### src/core/aiorg_pkg.sv
// package of register map, field layout and reset values for the analog io register bank
package aiorg_pkg;
   // ==========================================================
   // register byte offsets
   localparam logic [7:0]  IRQ_CTRL_OFS      = 8'h04;
   localparam logic [7:0]  OUT_QUEUE_OFS     = 8'h18;
   localparam logic [7:0]  OUT_QCTRL_OFS     = 8'h1c;
   localparam logic [7:0]  DISC_OUT_OFS      = 8'h24;
   // ==========================================================
   // reset values
   localparam logic [31:0] IRQ_CTRL_RST      = 32'h0000_0008;
   localparam logic [14:0] THRESH_RST        = 15'h7ffe;
   localparam logic [3:0]  DISC_OUT_RST      = 4'h0;
   localparam logic [3:0]  INPUT_MODE_RST    = 4'h0;
   // ==========================================================
   // output queue word layout
   localparam int SAMPLE_LSB     = 0;
   localparam int SAMPLE_W       = 16;
   localparam int CHAN_LSB       = 16;
   localparam int CHAN_W         = 3;
   localparam int GROUP_END_BIT  = 19;
   localparam int BURST_END_BIT  = 20;
   localparam int QWORD_W        = 21;
   // ==========================================================
   // queue control, interrupt control and discrete output fields
   localparam int THRESH_W       = 15;
   localparam int QCLEAR_BIT     = 15;
   localparam int QFLAG_BIT      = 16;
   localparam int G0_SEL_LSB     = 0;
   localparam int G0_PEND_BIT    = 3;
   localparam int G1_SEL_LSB     = 4;
   localparam int G1_PEND_BIT    = 7;
   localparam int G2_SEL_LSB     = 8;
   localparam int G2_PEND_BIT    = 11;
   localparam int SEL_W          = 3;
   localparam int DISC_W         = 4;
   // ==========================================================
   // event selector codes
   localparam logic [2:0] SEL_IDLE      = 3'h0;
   localparam logic [2:0] SEL_G0_CAL    = 3'h1;
   localparam logic [2:0] SEL_RISE      = 3'h1;
   localparam logic [2:0] SEL_FALL      = 3'h2;
   localparam logic [2:0] SEL_G2_BURST  = 3'h3;
   // ==========================================================
   // input function codes
   typedef enum logic [3:0] {
      AIORG_DIFF   = 4'h0,
      AIORG_SINGLE = 4'h1,
      AIORG_ZERO   = 4'h2,
      AIORG_VREF   = 4'h3,
      AIORG_MON0   = 4'h4,
      AIORG_MON7   = 4'hb
   } aiorg_mode_t;
endpackage : aiorg_pkg

### src/core/aiorg_fifo.sv
// parameterised flip-flop fifo with valid and ready on both sides
`timescale 1ns/1ps
`default_nettype none
module aiorg_fifo #(
   parameter int WIDTH = 21,
   parameter int DEPTH = 16
) (
   input  wire logic             mclk,
   input  wire logic             rstN,
   input  wire logic             flush,
   input  wire logic             inValid,
   output logic                  inReady,
   input  wire logic [WIDTH-1:0] inData,
   output logic                  outValid,
   input  wire logic             outReady,
   output logic      [WIDTH-1:0] outData,
   output logic [$clog2(DEPTH):0] level
);
   localparam int AW = $clog2(DEPTH);
   // pointer wrap relies on a power-of-two depth
   if (DEPTH < 2 || (1 << AW) != DEPTH) begin : g_depth_bad
      $error("depth must be a power of two");
   end
   // ==========================================================
   // storage and pointers
   logic [WIDTH-1:0] mem [DEPTH];
   logic [AW:0]      wrPtr_q;
   logic [AW:0]      rdPtr_q;
   wire              push = inValid && inReady;
   wire              pop  = outValid && outReady;
   assign level    = wrPtr_q - rdPtr_q;
   assign inReady  = (level != (AW+1)'(DEPTH));
   assign outValid = (level != '0);
   assign outData  = mem[rdPtr_q[AW-1:0]];
   always_ff @(posedge mclk or negedge rstN) begin
      if (!rstN) begin
         wrPtr_q <= '0;
         rdPtr_q <= '0;
      end else if (flush) begin
         wrPtr_q <= '0;
         rdPtr_q <= '0;
      end else begin
         if (push) wrPtr_q <= wrPtr_q + 1'b1;
         if (pop)  rdPtr_q <= rdPtr_q + 1'b1;
      end
   end
   always_ff @(posedge mclk) begin
      if (push) mem[wrPtr_q[AW-1:0]] <= inData;
   end
endmodule : aiorg_fifo
`default_nettype wire

### src/core/aiorg_regs.sv
// register bank: input mode, output sample queue, queue control, lines, irq
//
// Overview of operation
// input function field; 0 differential (reset), 1 single-ended
// code 2 grounds all inputs, code 3 applies reference, for self-test
// codes 4 to 11 monitor output channels 0 to 7; 12-15 reserved
// queue word bits 0-15 hold the sample, bit 15 most significant
// queue word bits 16-18 carry the output channel number
// bit 19 marks last channel of a channel group
// bit 20 optionally marks last channel of a burst
// bits 21-31 of queue writes are ignored
// reading the queue location returns zero and leaves contents alone
// queue control holds 15-bit threshold, reset 7ffe
// writing one to control bit 15 empties the queue
// clear bit returns to zero when clear finishes
// control bit 16 high while queue level exceeds threshold
// discrete register bits 0-3 drive four lines, uninverted, reset zero
// group 0 selector: 0 idle, 1 calibration done, 2-7 reserved
// group 0 pending bit sets when selected condition occurs
// host writes zero to a pending bit to clear that request
// interrupt control resets to 0x8, group 0 pending set
// group 1 selector 0 selects no condition
// group 1 codes 1 and 2: input threshold rise or fall
// group 2 codes 1,2,3: output threshold rise, fall, burst done
// bits 7 and 11 are group 1 and 2 pending, like group 0
// output queue is first-in first-out in host write order
// inactive bits read zero and ignore writes
`timescale 1ns/1ps
`default_nettype none
module aiorg_regs #(
   parameter int DEPTH = 16
) (
   input  wire logic        mclk,
   input  wire logic        reset_n,
   input  wire logic [7:0]  busAddr,
   input  wire logic        busWr,
   input  wire logic        busRd,
   input  wire logic [31:0] busWrData,
   output logic      [31:0] busRdData,
   output logic             busWrReady,
   input  wire logic [3:0]  inputModeIn,
   output logic             selDiff,
   output logic             selSingle,
   output logic             selZero,
   output logic             selVref,
   output logic             selMonitor,
   output logic      [2:0]  monitorChan,
   output logic             sampleValid,
   input  wire logic        sampleReady,
   output logic      [15:0] sampleData,
   output logic      [2:0]  sampleChan,
   output logic             sampleGroupEnd,
   output logic             sampleBurstEnd,
   input  wire logic        calDone,
   input  wire logic        inThreshFlag,
   output logic      [3:0]  discreteOut,
   output logic             irqPending
);
   localparam int LW = $clog2(DEPTH) + 1;
   // the threshold field is 15 bits and the level is cut to 15 bits, so deeper queues would flag wrongly
   if (DEPTH > 32767) begin : g_depth_bad
      $error("depth exceeds threshold range");
   end
   // ==========================================================
   // reset synchroniser
   logic rstMeta_q;
   logic rstN_q;
   always_ff @(posedge mclk or negedge reset_n) begin
      if (!reset_n) begin
         rstMeta_q <= 1'b0;
         rstN_q    <= 1'b0;
      end else begin
         rstMeta_q <= 1'b1;
         rstN_q    <= rstMeta_q;
      end
   end
   // ==========================================================
   // address decode
   wire hitIrq   = (busAddr == aiorg_pkg::IRQ_CTRL_OFS);
   wire hitQueue = (busAddr == aiorg_pkg::OUT_QUEUE_OFS);
   wire hitQctl  = (busAddr == aiorg_pkg::OUT_QCTRL_OFS);
   wire hitDisc  = (busAddr == aiorg_pkg::DISC_OUT_OFS);
   wire wrIrq    = busWr && hitIrq;
   wire wrQctl   = busWr && hitQctl;
   wire wrDisc   = busWr && hitDisc;
   // ==========================================================
   // input function decode
   logic [3:0] inputMode_q;
   always_ff @(posedge mclk or negedge rstN_q) begin
      if (!rstN_q) inputMode_q <= aiorg_pkg::INPUT_MODE_RST;
      else         inputMode_q <= inputModeIn;
   end
   assign selDiff    = (inputMode_q == aiorg_pkg::AIORG_DIFF);
   assign selSingle  = (inputMode_q == aiorg_pkg::AIORG_SINGLE);
   assign selZero    = (inputMode_q == aiorg_pkg::AIORG_ZERO);
   assign selVref    = (inputMode_q == aiorg_pkg::AIORG_VREF);
   // reserved codes select nothing so no path is switched by accident
   assign selMonitor = (inputMode_q >= aiorg_pkg::AIORG_MON0) &&
                       (inputMode_q <= aiorg_pkg::AIORG_MON7);
   wire [3:0] monOffset = inputMode_q - aiorg_pkg::AIORG_MON0;
   assign monitorChan = monOffset[2:0];
   // ==========================================================
   // output sample queue
   logic [aiorg_pkg::THRESH_W-1:0] thresh_q;
   logic                           clear_q;
   logic [LW-1:0]                  level;
   logic [aiorg_pkg::QWORD_W-1:0]  qHead;
   wire  qPush = busWr && hitQueue;
   // bits above the burst flag are dropped before storage
   wire [aiorg_pkg::QWORD_W-1:0] qIn =
      busWrData[aiorg_pkg::QWORD_W-1:0];
   aiorg_fifo #(
      .WIDTH (aiorg_pkg::QWORD_W),
      .DEPTH (DEPTH)
   ) aiorg_fifo_inst (
      .mclk     (mclk),
      .rstN     (rstN_q),
      .flush    (clear_q),
      .inValid  (qPush),
      .inReady  (busWrReady),
      .inData   (qIn),
      .outValid (sampleValid),
      .outReady (sampleReady),
      .outData  (qHead),
      .level    (level)
   );
   assign sampleData     = qHead[aiorg_pkg::SAMPLE_LSB +:
                                 aiorg_pkg::SAMPLE_W];
   assign sampleChan     = qHead[aiorg_pkg::CHAN_LSB +:
                                 aiorg_pkg::CHAN_W];
   assign sampleGroupEnd = qHead[aiorg_pkg::GROUP_END_BIT];
   assign sampleBurstEnd = qHead[aiorg_pkg::BURST_END_BIT];
   // ==========================================================
   // queue control
   wire qFlag = (15'(level) > thresh_q);
   always_ff @(posedge mclk or negedge rstN_q) begin
      if (!rstN_q) begin
         thresh_q <= aiorg_pkg::THRESH_RST;
         clear_q  <= 1'b0;
      end else begin
         if (wrQctl) thresh_q <= busWrData[aiorg_pkg::THRESH_W-1:0];
         // the flush takes one cycle, then the bit drops by itself
         clear_q <= wrQctl && busWrData[aiorg_pkg::QCLEAR_BIT];
      end
   end
   // ==========================================================
   // discrete output lines
   logic [aiorg_pkg::DISC_W-1:0] disc_q;
   always_ff @(posedge mclk or negedge rstN_q) begin
      if (!rstN_q)     disc_q <= aiorg_pkg::DISC_OUT_RST;
      else if (wrDisc) disc_q <= busWrData[aiorg_pkg::DISC_W-1:0];
   end
   assign discreteOut = disc_q;
   // ==========================================================
   // interrupt control
   logic [2:0] g0Sel_q;
   logic [2:0] g1Sel_q;
   logic [2:0] g2Sel_q;
   logic       g0Pend_q;
   logic       g1Pend_q;
   logic       g2Pend_q;
   logic       inFlagPrev_q;
   logic       qFlagPrev_q;
   logic       calPrev_q;
   wire burstDone = sampleValid && sampleReady && sampleBurstEnd;
   wire g0Evt = (g0Sel_q == aiorg_pkg::SEL_G0_CAL) &&
                calDone && !calPrev_q;
   wire g1Evt = ((g1Sel_q == aiorg_pkg::SEL_RISE) &&
                 inThreshFlag && !inFlagPrev_q) ||
                ((g1Sel_q == aiorg_pkg::SEL_FALL) &&
                 !inThreshFlag && inFlagPrev_q);
   wire g2Evt = ((g2Sel_q == aiorg_pkg::SEL_RISE) &&
                 qFlag && !qFlagPrev_q) ||
                ((g2Sel_q == aiorg_pkg::SEL_FALL) &&
                 !qFlag && qFlagPrev_q) ||
                ((g2Sel_q == aiorg_pkg::SEL_G2_BURST) && burstDone);
   // a write of zero clears, but a same-cycle event wins
   wire g0PendD = g0Evt || (wrIrq ? busWrData[aiorg_pkg::G0_PEND_BIT]
                                  : g0Pend_q);
   wire g1PendD = g1Evt || (wrIrq ? busWrData[aiorg_pkg::G1_PEND_BIT]
                                  : g1Pend_q);
   wire g2PendD = g2Evt || (wrIrq ? busWrData[aiorg_pkg::G2_PEND_BIT]
                                  : g2Pend_q);
   always_ff @(posedge mclk or negedge rstN_q) begin
      if (!rstN_q) begin
         g0Sel_q      <= aiorg_pkg::IRQ_CTRL_RST[2:0];
         g1Sel_q      <= aiorg_pkg::IRQ_CTRL_RST[6:4];
         g2Sel_q      <= aiorg_pkg::IRQ_CTRL_RST[10:8];
         g0Pend_q     <= aiorg_pkg::IRQ_CTRL_RST[3];
         g1Pend_q     <= aiorg_pkg::IRQ_CTRL_RST[7];
         g2Pend_q     <= aiorg_pkg::IRQ_CTRL_RST[11];
         inFlagPrev_q <= 1'b0;
         qFlagPrev_q  <= 1'b0;
         calPrev_q    <= 1'b0;
      end else begin
         if (wrIrq) begin
            g0Sel_q <= busWrData[aiorg_pkg::G0_SEL_LSB +: aiorg_pkg::SEL_W];
            g1Sel_q <= busWrData[aiorg_pkg::G1_SEL_LSB +: aiorg_pkg::SEL_W];
            g2Sel_q <= busWrData[aiorg_pkg::G2_SEL_LSB +: aiorg_pkg::SEL_W];
         end
         g0Pend_q     <= g0PendD;
         g1Pend_q     <= g1PendD;
         g2Pend_q     <= g2PendD;
         inFlagPrev_q <= inThreshFlag;
         qFlagPrev_q  <= qFlag;
         calPrev_q    <= calDone;
      end
   end
   assign irqPending = g0Pend_q || g1Pend_q || g2Pend_q;
   // ==========================================================
   // read mux; the queue location and unmapped offsets read zero
   wire [31:0] rdIrq  = {20'h0, g2Pend_q, g2Sel_q, g1Pend_q, g1Sel_q,
                         g0Pend_q, g0Sel_q};
   wire [31:0] rdQctl = {15'h0, qFlag, clear_q, thresh_q};
   wire [31:0] rdDisc = {28'h0, disc_q};
   wire [31:0] rdMux  = hitIrq  ? rdIrq  :
                        hitQctl ? rdQctl :
                        hitDisc ? rdDisc : 32'h0;
   always_ff @(posedge mclk or negedge rstN_q) begin
      if (!rstN_q)    busRdData <= 32'h0;
      else if (busRd) busRdData <= rdMux;
   end
endmodule : aiorg_regs
`default_nettype wire

### config.mk
export PLATFORM = sky130hd
export DESIGN_NAME = aiorg_regs
export DESIGN_NICKNAME = d
export VERILOG_FILES = /design/src/core/aiorg_pkg.sv /design/src/core/aiorg_fifo.sv /design/src/core/aiorg_regs.sv
export SDC_FILE = /design/constraint.sdc
export NUM_CORES = 1
export LEC_CHECK = 0
export ABC_AREA = 1
export BUFFER_PORTS_ARGS = -buffer_cell sky130_fd_sc_hd__buf_4
export CAP_MARGIN = 10
export CORE_MARGIN = 2
export CORE_UTILIZATION = 30
export CTS_CLUSTER_DIAMETER = 30
export DETAILED_ROUTE_END_ITERATION = 8
export GPL_TIMING_DRIVEN = 0
export PLACE_DENSITY_LB_ADDON = 0.05
export SETUP_SLACK_MARGIN = 0.3
export SLEW_MARGIN = 0
export SYNTH_ARGS = -nofsm -noshare
export SYNTH_HDL_FRONTEND = slang
export SYNTH_SLANG_ARGS = --single-unit
### constraint.sdc
create_clock -name mclk -period 4.2 [get_ports mclk]
set_input_delay 0.21 -clock mclk [delete_from_list [all_inputs] [get_ports mclk]]
set_output_delay 0.21 -clock mclk [all_outputs]
set_load 0.02 [all_outputs]
# Word-level counts from Yosys, hierarchy flattened

Memories as Yosys holds them, arrays and structs flattened.
Index checks and enable logic that the tools add are counted.

Register bits after elaboration: 83
Bits in latches: 0
RAM bits: 336
ROM bits: 0
Output and inout bits: 68
Logic and storage cells: 89
Memories: 1

Add/sub/neg operators: 4
Multipliers: 0
Div/mod/pow operators: 0
Order comparisons: 3
Equality and inequality tests: 14
Shifts and indexed selects: 0
Muxes and demuxes: 12
Bitwise gates (word level): 0
Reductions and logical operators: 37

Memory list:

| name                | depth | width | read ports | clocked after Yosys merged registers in | write ports | RTL line         | RTL |
|---|---|---|---|---|---|---|---|
| aiorg_fifo_inst.mem | 16    | 21    | 1          | 0                                       | 1           | aiorg_fifo.sv:26 | `logic [WIDTH-1:0] mem [DEPTH];` |

Operators by type and width:

| cell                                                                                 | number |
|---|---|
| 17-bit two-way mux                                                                   | 2 |
| 1-bit logical AND                                                                    | 20 |
| 5-bit two-way mux                                                                    | 4 |
| 8-bit by 5-bit equality test with 1-bit output (second input constant)               | 2 |
| 5-bit by 15-bit greater-than comparator with 1-bit output                            | 1 |
| 5-bit by 1-bit adder with 5-bit output (second input constant)                       | 2 |
| 3-bit by 1-bit equality test with 1-bit output (second input constant)               | 3 |
| 3-bit by 2-bit equality test with 1-bit output (second input constant)               | 3 |
| 4-bit by 2-bit equality test with 1-bit output (second input constant)               | 2 |
| 8-bit by 3-bit equality test with 1-bit output (second input constant)               | 1 |
| 8-bit by 6-bit equality test with 1-bit output (second input constant)               | 1 |
| 1-bit logical OR                                                                     | 8 |
| 1-bit logical NOT                                                                    | 5 |
| 1-bit two-way mux                                                                    | 5 |
| 5-bit != test (second input constant)                                                | 1 |
| 5-bit nonzero test                                                                   | 1 |
| 5-bit subtractor                                                                     | 1 |
| 4-bit by 1-bit equality test with 1-bit output (second input constant)               | 1 |
| 4-bit by 3-bit greater-or-equal comparator with 1-bit output (second input constant) | 1 |
| 4-bit <= comparator (second input constant)                                          | 1 |
| 4-bit logical NOT                                                                    | 1 |
| 4-bit two-way mux                                                                    | 1 |
| 2-bit nonzero test                                                                   | 2 |
| 3-bit subtractor (second input constant)                                             | 1 |

# Depth between registers and ports, before layout

Gate-level depths: netlist of run 1.

Depth in word-level cells: 8
Depth in mapped cells: 19

# Cells and area by module

From an unflattened synthesis of run 1, not the netlist that was laid out.

Cell total of the unflattened synthesis: 1396
Area, all modules: 16836.1 sq um

Modules (own cells, without submodules):

| module     | instances | cells each | area each (sq um) | seq. area each (sq um) |
|---|---|---|---|---|
| aiorg_fifo | 1         | 1044       | 13940.9           | 10339.9 |
| aiorg_regs | 1         | 352        | 2895.3            | 1470.2 |

# Worst setup path after synthesis of run 1

Ideal clock, no wire load.

Path type: register -> register
Start point: reg aiorg_fifo_inst.rdPtr_q[1]
End point: mem aiorg_fifo_inst.mem[1][0], enable pin
Arrival: 3.447 ns
Required time: 3.774 ns
Setup slack: 0.327 ns
Cell stages (with the launch flop): 14
Period minus slack after synthesis: 3.873 ns
Cells stage by stage: dfrtp_1 -> buf_2 -> inv_1 -> buf_2 -> buf_2 -> fa_1 -> nand3_1 -> nand2_1 -> nand2_1 -> nand2_2 -> nand3_4 -> nand2_4 -> buf_6 -> nor3_1

Longest elaborated chain between the ends: 5

RTL lines:

| element                                 | RTL line         | RTL |
|---|---|---|
| start, declared                         | aiorg_fifo.sv:28 | `logic [AW:0] rdPtr_q;` |
| start signal, assigned                  | aiorg_fifo.sv:44 | `if (pop) rdPtr_q <= rdPtr_q + 1'b1;` |
| 5-bit subtractor                        | aiorg_fifo.sv:31 | `assign level = wrPtr_q - rdPtr_q;` |
| 5-bit != test                           | aiorg_fifo.sv:32 | `assign inReady = (level != (AW+1)'(DEPTH));` |
| via busWrReady                          | aiorg_regs.sv:40 | `output logic busWrReady,` |
| 1-bit logical AND                       | aiorg_fifo.sv:29 | `wire push = inValid && inReady;` |
| 1-bit two-way mux                       | aiorg_fifo.sv:48 | `if (push) mem[wrPtr_q[AW-1:0]] <= inData;` |
| 1-bit two-way mux (not written as such) | aiorg_fifo.sv:48 |  |
| end, declared                           | aiorg_fifo.sv:26 |  |

The timed path passes the listed nets, and every way through them passes these cells.

# Final worst setup path of run 1

Start point: reg aiorg_fifo_inst.rdPtr_q[1]
End point: mem aiorg_fifo_inst.mem[11][4], enable pin

Longest elaborated chain between the ends: 5

RTL lines:

| element                                 | RTL line |
|---|---|
| 5-bit subtractor                        | aiorg_fifo.sv:31 |
| 5-bit != test                           | aiorg_fifo.sv:32 |
| 1-bit logical AND                       | aiorg_fifo.sv:29 |
| 1-bit two-way mux                       | aiorg_fifo.sv:48 |
| 1-bit two-way mux (not written as such) | aiorg_fifo.sv:48 |

Every way passes these cells.

==> results of run 1 <==
[per-layer routing]
layer	vias up	part of all wire, %	wire length [µm]	track usage [%]
met5	-	0	0	0
met4	0	2.3	1330	7.30
met3	75	4.3	2440	3.18
met2	331	48	27000	32.4
met1	5942	46	25900	26.5
li1	5700	-	-	-
[synthesized netlist by cell type (10+ instances only)]
cell type / n
sky130_fd_sc_hd__nand3_1: 79
sky130_fd_sc_hd__nor2_1: 222
sky130_fd_sc_hd__o21ai_0: 189
sky130_fd_sc_hd__nand2_1: 165
sky130_fd_sc_hd__dfrtp_1: 53
sky130_fd_sc_hd__buf_2: 24
sky130_fd_sc_hd__inv_1: 77
sky130_fd_sc_hd__o221ai_1: 14
sky130_fd_sc_hd__edfxtp_1: 336
sky130_fd_sc_hd__nor3_1: 17
sky130_fd_sc_hd__buf_4: 24
sky130_fd_sc_hd__dfstp_2: 15
sky130_fd_sc_hd__nand4_1: 14
sky130_fd_sc_hd__a21oi_2: 10
sky130_fd_sc_hd__clkbuf_1: 43
sky130_fd_sc_hd__o211ai_1: 29
sky130_fd_sc_hd__o22ai_1: 45
sky130_fd_sc_hd__a21oi_1: 15
sky130_fd_sc_hd__ha_1: 15
[what timing repair did]
action | CTS | global route
hold buffers | 36 | 0
endpoints found under the hold margin | 323 | 0
resized for setup | 2 | 7
endpoints found under the setup margin | 8 | 123
pin swaps | 0 | 0
[sequential cells by signal (all words and copies together) (netlist names), 3 cells and up]
| register | cells |
|---|---|
| aiorg_fifo_inst.mem | 336 |
| aiorg_fifo_inst.rdPtr_q | 5 |
| aiorg_fifo_inst.wrPtr_q | 5 |
| busRdData | 17 |
| discreteOut | 4 |
| g0Sel_q | 3 |
| g1Sel_q | 3 |
| g2Sel_q | 3 |
| inputMode_q | 4 |
| thresh_q | 15 |
[worst min-delay path by stage]
stage / end / slack, ns / depth (start not counted)
after floorplan: rstMeta_q / -0.09 / 0
after global placement: rstMeta_q / -0.005 / 1
after detailed placement: rstMeta_q / -0.004 / 1
after CTS: g0Sel_q[1] / 0.0005 / 3
after global routing: aiorg_fifo_inst.mem[3][1] / 0.03 / 1
final: g0Sel_q[1] / 0.03 / 3
[logic make-up (layout without fill, tap and decap cells)]
kind of cell,Yosys count,count (layout),synth area share (%)
buffers and inverters,177,533,4.98
adders and majority gates,16,16,1.23
and+or+nand+nor,515,515,12.9
DFF,404,404,69.9
AOI/OAI and AO/OA,310,310,10.6
other,2,18,0.0444
xor gates and xnor gates,8,8,0.414
[area by class of cell]
cell class	instances	area [µm²]
well taps	756	946
diodes	2	5.00
clock inverters	73	1010
flip-flops and latches	404	11800
repair buffers	154	1400
plain buffers	98	543
clock buffers	129	2810
multi-input cells	865	4430
fillers	5332	32800
inverters	79	302
[power groups by stage]
stage          clock (mW)  combinational [mW]  sequential, mW
6_report             8.58                3.67            4.46
5_1_grt              8.94                3.99            4.46
2_1_floorplan           0                1.97            4.53
3_3_place_gp            0                3.68            4.53
3_5_place_dp            0                3.71            4.52
4_1_cts              8.70                3.75            4.46
[layout by cell type, fill, tap and decap left out, drive strengths merged, types with 16 or more instances in the layout]
master,netlist,routed
o211ai,29,29
clkbuf,43,172
dfrtp,53,53
nand2,170,170
edfxtp,336,336
nor3,19,19
dlygate4sd3,0,36
buf,55,173
clkinv,1,46
nor2,225,225
o21ai,196,196
bufinv,0,23
conb,2,16
inv,78,81
nand3,83,83
a21oi,25,25
o22ai,45,45
[critical path, delay by kind of cell (launching register included)]
family                     cells  cell delay (ns)
DFF                            1             0.34
adders and majority gates      1             0.49
and+or+nand+nor                7             1.62
buffers and inverters          4             0.86
[per-stage QoR]
stage                     setup TNS [ns]  util (%)  cell area [µm²]  cells  hold WS [ns]
after floorplan                        0         -            17000   1446       -0.0856
after global placement           -518.15      33.2            18600   2293      -0.00521
after detailed placement               0      34.0            19000   2320      -0.00418
after CTS                              0      41.4            23200   2558      0.000476
after global routing                   0      41.5            23300   2558        0.0295
final                                  0      41.5            23300   2560        0.0333
==> Flow_metrics.wiki, run 1 <==
{| class="wikitable"
! Metric !! Value
|-
| Run status || completed
|-
| Top area cells in the synthesized netlist || sky130_fd_sc_hd__edfxtp_1, sky130_fd_sc_hd__dfrtp_1, sky130_fd_sc_hd__o21ai_0
|-
| Synthesized flop and latch total || 404
|-
| CTS Sinks || 404
|-
| Netlist Area Pre-Place || 16900 µm²
|-
| Antenna Nets Post-Route || 0
|-
| Syn-to-layout area delta || 37.6%
|-
| Crit path top cell by count || sky130_fd_sc_hd__buf_2
|-
| Worst hold path class || in2reg
|-
| Top-area cell type share of the netlist area || 59.7%
|-
| Length of the first detailed-routing pass in iterations || 5
|-
| Die height || 241 µm
|-
| Hold path start || busWrData[1]
|-
| Horiz. Die Dim || 241 µm
|-
| Leftover overflow at the end of global routing || 0
|-
| Wire length per cell after detailed routing || 22.1 µm
|-
| Setup Crit Path Kind || reg2reg
|-
| Sort of element at the start of the critical path || register
|-
| Overall global routing resource usage || 19.8%
|-
| Lkg Pwr || 8.90 nW
|-
| Sequential fraction of design power || 26.7%
|-
| Initial antenna violation count || 2
|-
| Largest net degree at the start of global routing || 58
|-
| Setup repair after global routing missed its margin || false
|-
| Power Density || 718 nW/µm²
|-
| Actual transition at the worst max-transition pin || 0.949 ns
|-
| Int Power || 11.6 mW
|-
| Data required time of the critical path || 4.45 ns
|-
| Cell chosen for the clock root || sky130_fd_sc_hd__clkbuf_16
|-
| Nature of the critical path endpoint || register
|-
| Register clock-pin slew on the reported worst setup and hold paths || 0.05 ns
|-
| Final number of hold-violating endpoints || 0
|-
| Overall die area || 58300 µm²
|-
| Sequential element share of the synthesized area || 69.9%
|-
| Cell type with the largest total area after synthesis || sky130_fd_sc_hd__edfxtp_1
|-
| Switching Share || 30.4%
|-
| Number of instances in the synthesized netlist || 1432
|-
| Startpoint of the most critical setup path || aiorg_fifo_inst.rdPtr_q[1]
|-
| Number of vias per cell || 4.71
|-
| Largest incremental delay on the critical path || 0.80 ns
|-
| Worst flop-to-flop path endpoint || aiorg_fifo_inst.mem[11][4]
|-
| Post-CTS setup repair buffer count || 0
|-
| Timing endpoint of the critical path || aiorg_fifo_inst.mem[11][4]
|-
| TritonCTS clock tree || done
|-
| Max Slew Vio Count || 0
|-
| Routability Congestion || 0.797
|-
| Worst-case setup slack after placement || 0.177 ns
|-
| Number of design rule violations left after detail routing || 0
|-
| Startpoint of the worst-slack reg-to-reg timing path || aiorg_fifo_inst.rdPtr_q[1]
|-
| Core Box Area || 56100 µm²
|-
| Cell depth of the worst flop-to-flop path || 12
|-
| Yosys cell types || 40
|-
| Global-route wire length before repair || 82300 µm
|-
| Total wire length after detailed routing || 56700 µm
|-
| Slew margin rel. || 36.6%
|-
| Synthesis Warnings || 0
|-
| Data arrival at the endpoint of the critical path || 3.96 ns
|-
| Maximum clock skew at final layout || 0.0204 ns
|-
| Buffer depth of the longest clock path || 3
|-
| Period utilisation layout || 88.4%
|-
| Switching power total || 5.09 mW
|-
| Ordered cell list for the critical path || buf_2, inv_1, buf_2, buf_2, fa_1, nand3_1, nand2_1, nand2_1, nand2_2, nand3_4, nand4_1, nor2_4
|-
| Boundary pin count || 119
|-
| Number of synthesized flops with an enable pin || 336
|-
| Total half-perimeter wirelength after legalization and detailed placement || 37700 µm
|-
| Iteration-0 DRC count of the detailed router || 867
|-
| CP Max Fanout || 21
|-
| Starting density of the core || 30.2%
|-
| Number of buffers inserted by port buffering || 91
|-
| Worst vdd ir || 0.356 mV
|-
| Number of rows created at floorplan || 87
|-
| Slowest cell on the critical path || sky130_fd_sc_hd__nor2_4
|-
| Minimum clock period || 3.71 ns
|-
| Number of H-tree levels || 3
|-
| Most frequently used flop master after synthesis || sky130_fd_sc_hd__edfxtp_1
|-
| Part of the power in the clock network || 51.4%
|-
| Vias in the first global route || 12300
|-
| Proportion of layout cells with a drive suffix above 1 || 22.5%
|-
| Worst R2R Setup Slack || 0.49 ns
|-
| CTS Buf Count || 108
|-
| Net count reported at finish || 1777
|-
| Mean cell area of the mapped netlist || 11.8 µm²
|-
| Async S/R FF share, synth || 16.8%
|-
| PnR Total Power || 16.7 mW
|-
| Setup violators final || 0
|-
| Final worst slack || 0.486 ns
|-
| Share of power burned in combinational logic || 22.0%
|-
| MaxCap Viol Count || 0
|-
| Vias after detailed routing || 12000
|-
| Clock insertion delay at the later pin of the skew report || 0.63 ns
|-
| Highest clock rate || 269 MHz
|}
(Power assumes the default switching activity.)
==> run 2: changes to the inputs <==
--- a/config.mk
+++ b/config.mk
@@ -18,4 +18,5 @@
 export SLEW_MARGIN = 0
 export SYNTH_ARGS = -nofsm -noshare
 export SYNTH_HDL_FRONTEND = slang
+export SYNTH_HIERARCHICAL = 1
 export SYNTH_SLANG_ARGS = --single-unit
==> run 2 against run 1 <==
  * Worst hold slack gained 0.00055 ns
  * Sequential cell count is the same
  * Non-clock buffer count grew 22
  * Critical path depth grew 2
  * Global-route usage grew 1.4 points
  * Maximum frequency grew 3.1%
  * Routed wire length grew 7.1%
  * Via count grew 2.2%
  * Clock power shrank 4.7%
  * Total power shrank 1.1%
  * Critical endpoint is now aiorg_fifo_inst/mem[9][4]
  * Largest cell class unchanged
  * Highest routed layer unchanged
==> Flow_metrics.wiki, run 2 <==
{| class="wikitable"
! Metric !! Value
|-
| Run status || completed (unchanged)
|-
| Total wire length after detailed routing || 60700 µm (was 56700 µm)
|-
| Buffer depth of the longest clock path || 3 (unchanged)
|-
| Worst R2R Setup Slack || 0.60 ns (was 0.49 ns)
|-
| Maximum clock skew at final layout || 0.0179 ns (was 0.0204 ns)
|-
| Proportion of layout cells with a drive suffix above 1 || 24.1% (was 22.5%)
|-
| Number of flip-flops in the largest register || 336 (unchanged)
|-
| Wire length per cell after detailed routing || 23.9 µm (was 22.1 µm)
|-
| Setup Crit Path Kind || reg2reg (unchanged)
|-
| Global-route wire length before repair || 86900 µm (was 82300 µm)
|-
| Power Density || 712 nW/µm² (was 718 nW/µm²)
|-
| Switching Share || 31.8% (was 30.4%)
|-
| Sort of element at the start of the critical path || register (unchanged)
|-
| Worst-case setup slack after placement || -0.447 ns (was 0.177 ns)
|-
| Synthesis Warnings || 6 (was 0)
|-
| Finished Layout Cells || 2536 (was 2560)
|-
| Library cell with the highest instance count after synthesis || sky130_fd_sc_hd__edfxtp_1 (unchanged)
|-
| Number of design rule violations left after detail routing || 0 (unchanged)
|-
| CP Max Fanout || 10 (was 21)
|-
| Data required time of the critical path || 4.52 ns (was 4.45 ns)
|-
| PnR Total Power || 16.5 mW (was 16.7 mW)
|-
| Sequential fraction of design power || 27.0% (was 26.7%)
|-
| Setup repair after global routing missed its margin || false (unchanged)
|-
| Overall die area || 58000 µm² (was 58300 µm²)
|-
| Most common library cells after synthesis || sky130_fd_sc_hd__edfxtp_1, sky130_fd_sc_hd__nor2_1, sky130_fd_sc_hd__o21ai_0 (unchanged)
|-
| Data arrival at the endpoint of the critical path || 3.92 ns (was 3.96 ns)
|-
| Slew margin rel. || 33.0% (was 36.6%)
|-
| Lkg Pwr || 8.81 nW (was 8.90 nW)
|-
| Minimum clock period || 3.60 ns (was 3.71 ns)
|-
| Largest net degree at the start of global routing || 59 (was 58)
|-
| Startpoint of the most critical setup path || aiorg_fifo_inst/rdPtr_q[2] (was aiorg_fifo_inst.rdPtr_q[1])
|-
| Die height || 241 µm (about the same)
|-
| Number of synthesized flops with an enable pin || 336 (unchanged)
|-
| Antenna fix cells || 0 (was 2)
|-
| Part of the power in the clock network || 49.5% (was 51.4%)
|-
| Syn-to-layout area delta || 37.8% (was 37.6%)
|-
| Yosys cell types || 35 (was 40)
|-
| Slowest cell on the critical path || sky130_fd_sc_hd__clkbuf_2 (was sky130_fd_sc_hd__nor2_4)
|-
| Switching power total || 5.25 mW (was 5.09 mW)
|-
| Worst hold path class || in2reg (unchanged)
|-
| Final number of hold-violating endpoints || 0 (unchanged)
|-
| Netlist Area Pre-Place || 16800 µm² (was 16900 µm²)
|-
| Core Box Area || 55300 µm² (was 56100 µm²)
|-
| Number of rows created at floorplan || 86 (was 87)
|-
| Horiz. Die Dim || 241 µm (about the same)
|-
| Worst vdd ir || 0.350 mV (was 0.356 mV)
|-
| Async S/R FF share, synth || 16.8% (unchanged)
|-
| Period utilisation layout || 85.8% (was 88.4%)
|-
| Starting density of the core || 30.4% (was 30.2%)
|-
| MaxCap Viol Count || 0 (unchanged)
|-
| Crit path top cell by count || sky130_fd_sc_hd__nand2_1 (was sky130_fd_sc_hd__buf_2)
|-
| Mean cell area of the mapped netlist || 12.1 µm² (was 11.8 µm²)
|-
| Cell chosen for the clock root || sky130_fd_sc_hd__clkbuf_16 (unchanged)
|-
| Critical path buffer and inverter count || 6 (was 4)
|-
| Number of H-tree levels || 3 (unchanged)
|-
| Number of buffers inserted by port buffering || 92 (was 91)
|-
| Most frequently used flop master after synthesis || sky130_fd_sc_hd__edfxtp_1 (unchanged)
|-
| Largest incremental delay on the critical path || 0.48 ns (was 0.80 ns)
|-
| Top area cells in the synthesized netlist || sky130_fd_sc_hd__edfxtp_1, sky130_fd_sc_hd__dfrtp_1, sky130_fd_sc_hd__o21ai_0 (unchanged)
|-
| Sequential element share of the synthesized area || 70.1% (was 69.9%)
|-
| Category of cells accounting for the largest share of critical-path delay || buffers and inverters (was simple AND/OR/NAND/NOR gates)
|-
| Nature of the critical path endpoint || register (unchanged)
|-
| Initial antenna violation count || 3 (was 2)
|-
| Int Power || 11.3 mW (was 11.6 mW)
|-
| Total half-perimeter wirelength after legalization and detailed placement || 41600 µm (was 37700 µm)
|-
| Total negative slack for setup checks || 0 ns (unchanged)
|-
| CTS Buf Count || 109 (was 108)
|-
| Iteration-0 DRC count of the detailed router || 919 (was 867)
|-
| Boundary pin count || 119 (unchanged)
|-
| Antenna Nets Post-Route || 0 (unchanged)
|-
| Length of the first detailed-routing pass in iterations || 5 (unchanged)
|-
| Max Slew Vio Count || 0 (unchanged)
|-
| Routability Congestion || 0.766 (was 0.797)
|-
| Most common cell after layout, fill and taps aside || sky130_fd_sc_hd__edfxtp_1 (unchanged)
|-
| Ordered cell list for the critical path || inv_1, clkbuf_2, ha_1, a21oi_1, nand2_1, nand2_1, nand2_1, nand3_4, nand2_4, buf_6, nor3_2, buf_6, buf_8, buf_4 (was buf_2, inv_1, buf_2, buf_2, fa_1, nand3_1, nand2_1, nand2_1, nand2_2, nand3_4, nand4_1, nor2_4)
|-
| Vias after detailed routing || 12300 (was 12000)
|-
| Highest clock rate || 277 MHz (was 269 MHz)
|-
| Synthesized flop and latch total || 404 (unchanged)
|-
| Number of vias per cell || 4.86 (was 4.71)
|-
| Vias in the first global route || 12400 (was 12300)
|-
| Inst Count DP || 2295 (was 2320)
|-
| Startpoint of the worst-slack reg-to-reg timing path || aiorg_fifo_inst/rdPtr_q[2] (was aiorg_fifo_inst.rdPtr_q[1])
|-
| Net count reported at finish || 1761 (was 1777)
|-
| Highest-count cells in the layout ignoring fill and taps || sky130_fd_sc_hd__edfxtp_1, sky130_fd_sc_hd__nor2_1, sky130_fd_sc_hd__o21ai_0 (unchanged)
|-
| Leftover overflow at the end of global routing || 0 (unchanged)
|-
| Top-area cell type share of the netlist area || 59.9% (was 59.7%)
|-
| Final worst slack || 0.596 ns (was 0.486 ns)
|-
| Setup violators final || 0 (unchanged)
|-
| Cell type with the largest total area after synthesis || sky130_fd_sc_hd__edfxtp_1 (unchanged)
|-
| Share of power burned in combinational logic || 23.5% (was 22.0%)
|-
| TritonCTS clock tree || done (unchanged)
|-
| Overall global routing resource usage || 21.2% (was 19.8%)
|-
| Actual transition at the worst max-transition pin || 1.00 ns (was 0.949 ns)
|-
| Number of instances in the synthesized netlist || 1396 (was 1432)
|-
| CTS Sinks || 404 (unchanged)
|-
| Hold path start || busAddr[6] (was busWrData[1])
|-
| Clock insertion delay at the later pin of the skew report || 0.64 ns (was 0.63 ns)
|-
| Register clock-pin slew on the reported worst setup and hold paths || 0.04 ns (was 0.05 ns)
|}
[run 2: cell types whose count changed in the layout (fill, tap and decap cells not counted), moves of 18 or more]
cell                       before  now
sky130_fd_sc_hd__o21ai_1        3   38
sky130_fd_sc_hd__o221ai_1      14   46
sky130_fd_sc_hd__o21ai_0      189  159
sky130_fd_sc_hd__o22ai_1       45   17
sky130_fd_sc_hd__nor2_1       218  199
sky130_fd_sc_hd__buf_6         25   43
[run 2: routing by layer]
layer	GRT usage, %	share of wire (%)
met4	6.38	2.2
met1	28.7	45
met3	4.70	5.3
met2	34.0	47
met5	0	0
[run 2: power by group through the flow]
stage	Combinational (mW)	Clock, mW	Sequential, mW
floorplan	2.09	0	4.53
global placement	3.85	0	4.54
detailed placement	3.88	0	4.53
CTS	3.93	8.27	4.47
global route	4.22	8.50	4.47
finish	3.87	8.18	4.47
[run 2: path summary, 6_finish.rpt]
| kind | cells after the start | to |
|---|---|---|
| worst max-delay path | 14 | aiorg_fifo_inst/mem[9][4] |
| worst min-delay path | 6 | thresh_q[14] |
| worst max register to register | 14 | aiorg_fifo_inst/mem[9][4] |
| worst min register to register | 0 | aiorg_fifo_inst/rdPtr_q[4] |
| max in group asynchronous | 1 | thresh_q[9] |
| min in group asynchronous | 0 | aiorg_fifo_inst/rdPtr_q[4] |
[run 2: kinds of logic (layout without fill, tap and decap cells)]
| kind of cell | Yosys count | in the layout | synth area share (%) |
|---|---|---|---|
| XOR/XNOR | 7 | 7 | 0.364 |
| buffers and inverters | 174 | 552 | 4.90 |
| AND/OR/NAND/NOR | 475 | 475 | 11.9 |
| other | 2 | 16 | 0.0446 |
| AO/OA/AOI/OAI | 318 | 318 | 11.4 |
| adder cells (fa/ha/maj) | 16 | 16 | 1.23 |
| flip-flops | 404 | 404 | 70.1 |
[run 2: cell type report]
class | instances | area (µm²)
repair buffers | 173 | 1580
flip-flops and latches | 404 | 11800
clock inverters | 78 | 774
fillers | 5326 | 32100
inverters | 73 | 274
clock buffers | 127 | 2890
multi-input cells | 832 | 4380
well taps | 748 | 936
plain buffers | 101 | 559
[run 2: per-stage QoR]
stage          hold slack, ns  util [%]  area, µm²
2_1_floorplan         -0.0856         -      16900
3_3_place_gp         -0.00699      33.5      18500
3_5_place_dp         -0.00544      34.6      19100
4_1_cts               0.00161      41.9      23200
5_1_grt                0.0475      42.0      23200
6_report               0.0339      42.0      23200
[run 2: tightest hold or removal path: cells and delay by family]
kind	cells	cell delay [ns]
buffers and inverters	1	0.09
and+or+nand+nor	5	0.35
[run 2: repair_timing]
action	in CTS	in global routing
setup endpoints to repair	306	76
hold endpoints to repair	367	0
gates resized for setup	8	5
setup buffers	0	2
hold buffers	34	0
pin swaps	0	1
==> run 3: changes to the inputs <==
--- a/config.mk
+++ b/config.mk
@@ -18,5 +18,4 @@
 export SLEW_MARGIN = 0
 export SYNTH_ARGS = -nofsm -noshare
 export SYNTH_HDL_FRONTEND = slang
-export SYNTH_HIERARCHICAL = 1
 export SYNTH_SLANG_ARGS = --single-unit
==> constraint.sdc (replaced) <==
create_clock -name mclk -period 4.2 [get_ports mclk]
set_input_delay 0.63 -clock mclk [delete_from_list [all_inputs] [get_ports mclk]]
set_output_delay 0.63 -clock mclk [all_outputs]
set_load 0.02 [all_outputs]
==> run 3 against run 2 <==
  * Design area down 1.3%
  * Global-route usage down 1.5 points
  * Largest power group unchanged
  * Register-to-register slack worse by 0.11 ns
  * Critical path depth down 5
  * Via count down 3.2%
==> Flow_metrics.wiki, run 3 (same netlist as run 1, synthesis figures left out) <==
{| class="wikitable"
! Metric !! Value
|-
| Cell chosen for the clock root || sky130_fd_sc_hd__clkbuf_16 (unchanged)
|-
| Net count reported at finish || 1742 (was 1761)
|-
| CTS Sinks || 404 (unchanged)
|-
| Proportion of layout cells with a drive suffix above 1 || 23.0% (was 24.1%)
|-
| Fin util || 40.9% (was 42.0%)
|-
| Worst-case setup slack after placement || 0.177 ns (was -0.447 ns)
|-
| Worst vdd ir || 0.356 mV (was 0.350 mV)
|-
| Most common cell after layout, fill and taps aside || sky130_fd_sc_hd__edfxtp_1 (unchanged)
|-
| Total negative slack for setup checks || 0 ns (unchanged)
|-
| Clock insertion delay at the later pin of the skew report || 0.63 ns (was 0.64 ns)
|-
| Worst hold path class || in2reg (unchanged)
|-
| Worst R2R Setup Slack || 0.49 ns (was 0.60 ns)
|-
| Inst Count DP || 2320 (was 2295)
|-
| Total wire length after detailed routing || 56600 µm (was 60700 µm)
|-
| Highest-count cells in the layout ignoring fill and taps || sky130_fd_sc_hd__edfxtp_1, sky130_fd_sc_hd__nor2_1, sky130_fd_sc_hd__o21ai_0 (unchanged)
|-
| Horiz. Die Dim || 241 µm (about the same)
|-
| Cell depth of the worst flop-to-flop path || 13 (was 14)
|-
| Length of the first detailed-routing pass in iterations || 5 (unchanged)
|-
| Leftover overflow at the end of global routing || 0 (unchanged)
|-
| Register clock-pin slew on the reported worst setup and hold paths || 0.04 ns (about the same)
|-
| Startpoint of the most critical setup path || aiorg_fifo_inst.rdPtr_q[0] (was aiorg_fifo_inst/rdPtr_q[2])
|-
| Highest clock rate || 265 MHz (was 277 MHz)
|-
| Actual transition at the worst max-transition pin || 0.940 ns (was 1.00 ns)
|-
| Worst flop-to-flop path endpoint || aiorg_fifo_inst.mem[3][12] (was aiorg_fifo_inst/mem[9][4])
|-
| Syn-to-layout area delta || 35.5% (was 37.8%)
|-
| Number of buffers inserted by port buffering || 91 (was 92)
|-
| Timing endpoint of the critical path || sampleData[6] (was aiorg_fifo_inst/mem[9][4])
|-
| Largest net degree at the start of global routing || 58 (was 59)
|-
| Number of design rule violations left after detail routing || 0 (unchanged)
|-
| Initial antenna violation count || 2 (was 3)
|-
| Period utilisation layout || 90.0% (was 85.8%)
|-
| Number of H-tree levels || 3 (unchanged)
|-
| Number of rows created at floorplan || 87 (was 86)
|-
| Total area of multi-input combinational cells || 4420 µm² (was 4380 µm²)
|-
| Data arrival at the endpoint of the critical path || 3.15 ns (was 3.92 ns)
|-
| Setup Crit Path Kind || reg2out (was reg2reg)
|-
| Slew margin rel. || 37.2% (was 33.0%)
|-
| Max Slew Vio Count || 0 (unchanged)
|-
| Combined flip-flop and latch cell area || 11800 µm² (unchanged)
|-
| Vias in the first global route || 12200 (was 12400)
|-
| Minimum clock period || 3.78 ns (was 3.60 ns)
|-
| Fin Hold WS || 0.111 ns (was 0.0339 ns)
|-
| Fill count || 5359 (was 5326)
|-
| Layout Cell Area excl Fill || 22900 µm² (was 23200 µm²)
|-
| Core Box Area || 56100 µm² (was 55300 µm²)
|-
| Buffer depth of the longest clock path || 3 (unchanged)
|-
| Power Density || 730 nW/µm² (was 712 nW/µm²)
|-
| Final worst slack || 0.421 ns (was 0.596 ns)
|-
| CTS Buf Count || 108 (was 109)
|-
| Data required time of the critical path || 3.57 ns (was 4.52 ns)
|-
| Starting density of the core || 30.2% (was 30.4%)
|-
| Finished Layout Cells || 2524 (was 2536)
|-
| Setup repair after global routing missed its margin || false (unchanged)
|-
| Setup violators final || 0 (unchanged)
|-
| Overall global routing resource usage || 19.7% (was 21.2%)
|-
| Final number of hold-violating endpoints || 0 (unchanged)
|-
| PnR Total Power || 16.7 mW (was 16.5 mW)
|-
| Wire length per cell after detailed routing || 22.4 µm (was 23.9 µm)
|-
| Post-CTS setup repair buffer count || 0 (unchanged)
|-
| Iteration-0 DRC count of the detailed router || 858 (was 919)
|-
| Number of flip-flops in the largest register || 336 (unchanged)
|-
| MaxCap Viol Count || 0 (unchanged)
|-
| Antenna Nets Post-Route || 0 (unchanged)
|-
| Nature of the critical path endpoint || output port (was register)
|-
| Routability Congestion || 0.797 (was 0.766)
|-
| Maximum clock skew at final layout || 0.0202 ns (was 0.0179 ns)
|-
| Global-route wire length before repair || 81900 µm (was 86900 µm)
|-
| Lkg Pwr || 8.76 nW (was 8.81 nW)
|-
| Sort of element at the start of the critical path || register (unchanged)
|-
| CP Max Fanout || 10 (unchanged)
|-
| Number of vias per cell || 4.72 (was 4.86)
|-
| Vias after detailed routing || 11900 (was 12300)
|-
| Run status || completed (unchanged)
|-
| Boundary pin count || 119 (unchanged)
|-
| TritonCTS clock tree || done (unchanged)
|-
| Post-Place Cell Area || 19000 µm² (was 19100 µm²)
|-
| Startpoint of the worst-slack reg-to-reg timing path || aiorg_fifo_inst.rdPtr_q[1] (was aiorg_fifo_inst/rdPtr_q[2])
|-
| Total half-perimeter wirelength after legalization and detailed placement || 37700 µm (was 41600 µm)
|-
| Die height || 241 µm (about the same)
|-
| Overall die area || 58300 µm² (was 58000 µm²)
|}
run 3: worst min path at each step:
| stage | from | cells after the start | end |
|---|---|---|---|
| 6_report | inputModeIn[3] | 1 | inputMode_q[3] |
| 5_1_grt | inputModeIn[0] | 1 | inputMode_q[0] |
| 4_1_cts | inputModeIn[0] | 1 | inputMode_q[0] |
| 3_5_place_dp | rstN_q | 0 | aiorg_fifo_inst.wrPtr_q[1] |
| 3_3_place_gp | rstMeta_q | 0 | rstN_q |
| 2_1_floorplan | reset_n | 0 | rstMeta_q |
run 3: where the power goes:
group / switching, mW / internal (mW)
Clock: 2.46 / 6.13
Sequential: 0.0427 / 4.42
Combinational: 2.61 / 1.07
Total: 5.11 / 11.6
run 3: what timing repair did:
| action | CTS | global route |
|---|---|---|
| hold buffers | 1 | 0 |
| gates resized for setup | 5 | 3 |
| setup endpoints to repair | 11 | 3 |
| pin swaps | 0 | 1 |
| hold endpoints to repair | 2 | 0 |
run 3: critical path: stages, from the launching register on:
cell and delay [ns]:
sky130_fd_sc_hd__dfrtp_1 0.40, sky130_fd_sc_hd__buf_4 0.22, sky130_fd_sc_hd__inv_2 0.11, sky130_fd_sc_hd__buf_6 0.17, sky130_fd_sc_hd__buf_2 0.20, sky130_fd_sc_hd__o21ai_0 0.21
sky130_fd_sc_hd__o21ai_0 0.14, sky130_fd_sc_hd__o211ai_1 0.63, sky130_fd_sc_hd__nand3_2 0.21, sky130_fd_sc_hd__buf_4 0.23
run 3: layer usage:
metal	wire (µm)	GRT usage [%]	vias to the layer above
met5	0	0	-
met4	1370	7.28	0
met3	2780	3.24	79
met2	26800	32.2	338
met1	25700	26.4	5885
li1	-	-	5622
run 3: area by class of cell:
class                   instances  area share [%]
clock buffers                 129            12.3
well taps                     756            4.13
inverters                      79            1.32
clock inverters                73            4.42
multi-input cells             865            19.3
plain buffers                  98            2.39
repair buffers                119            4.60
flip-flops and latches        404            51.6
diodes                          1          0.0109
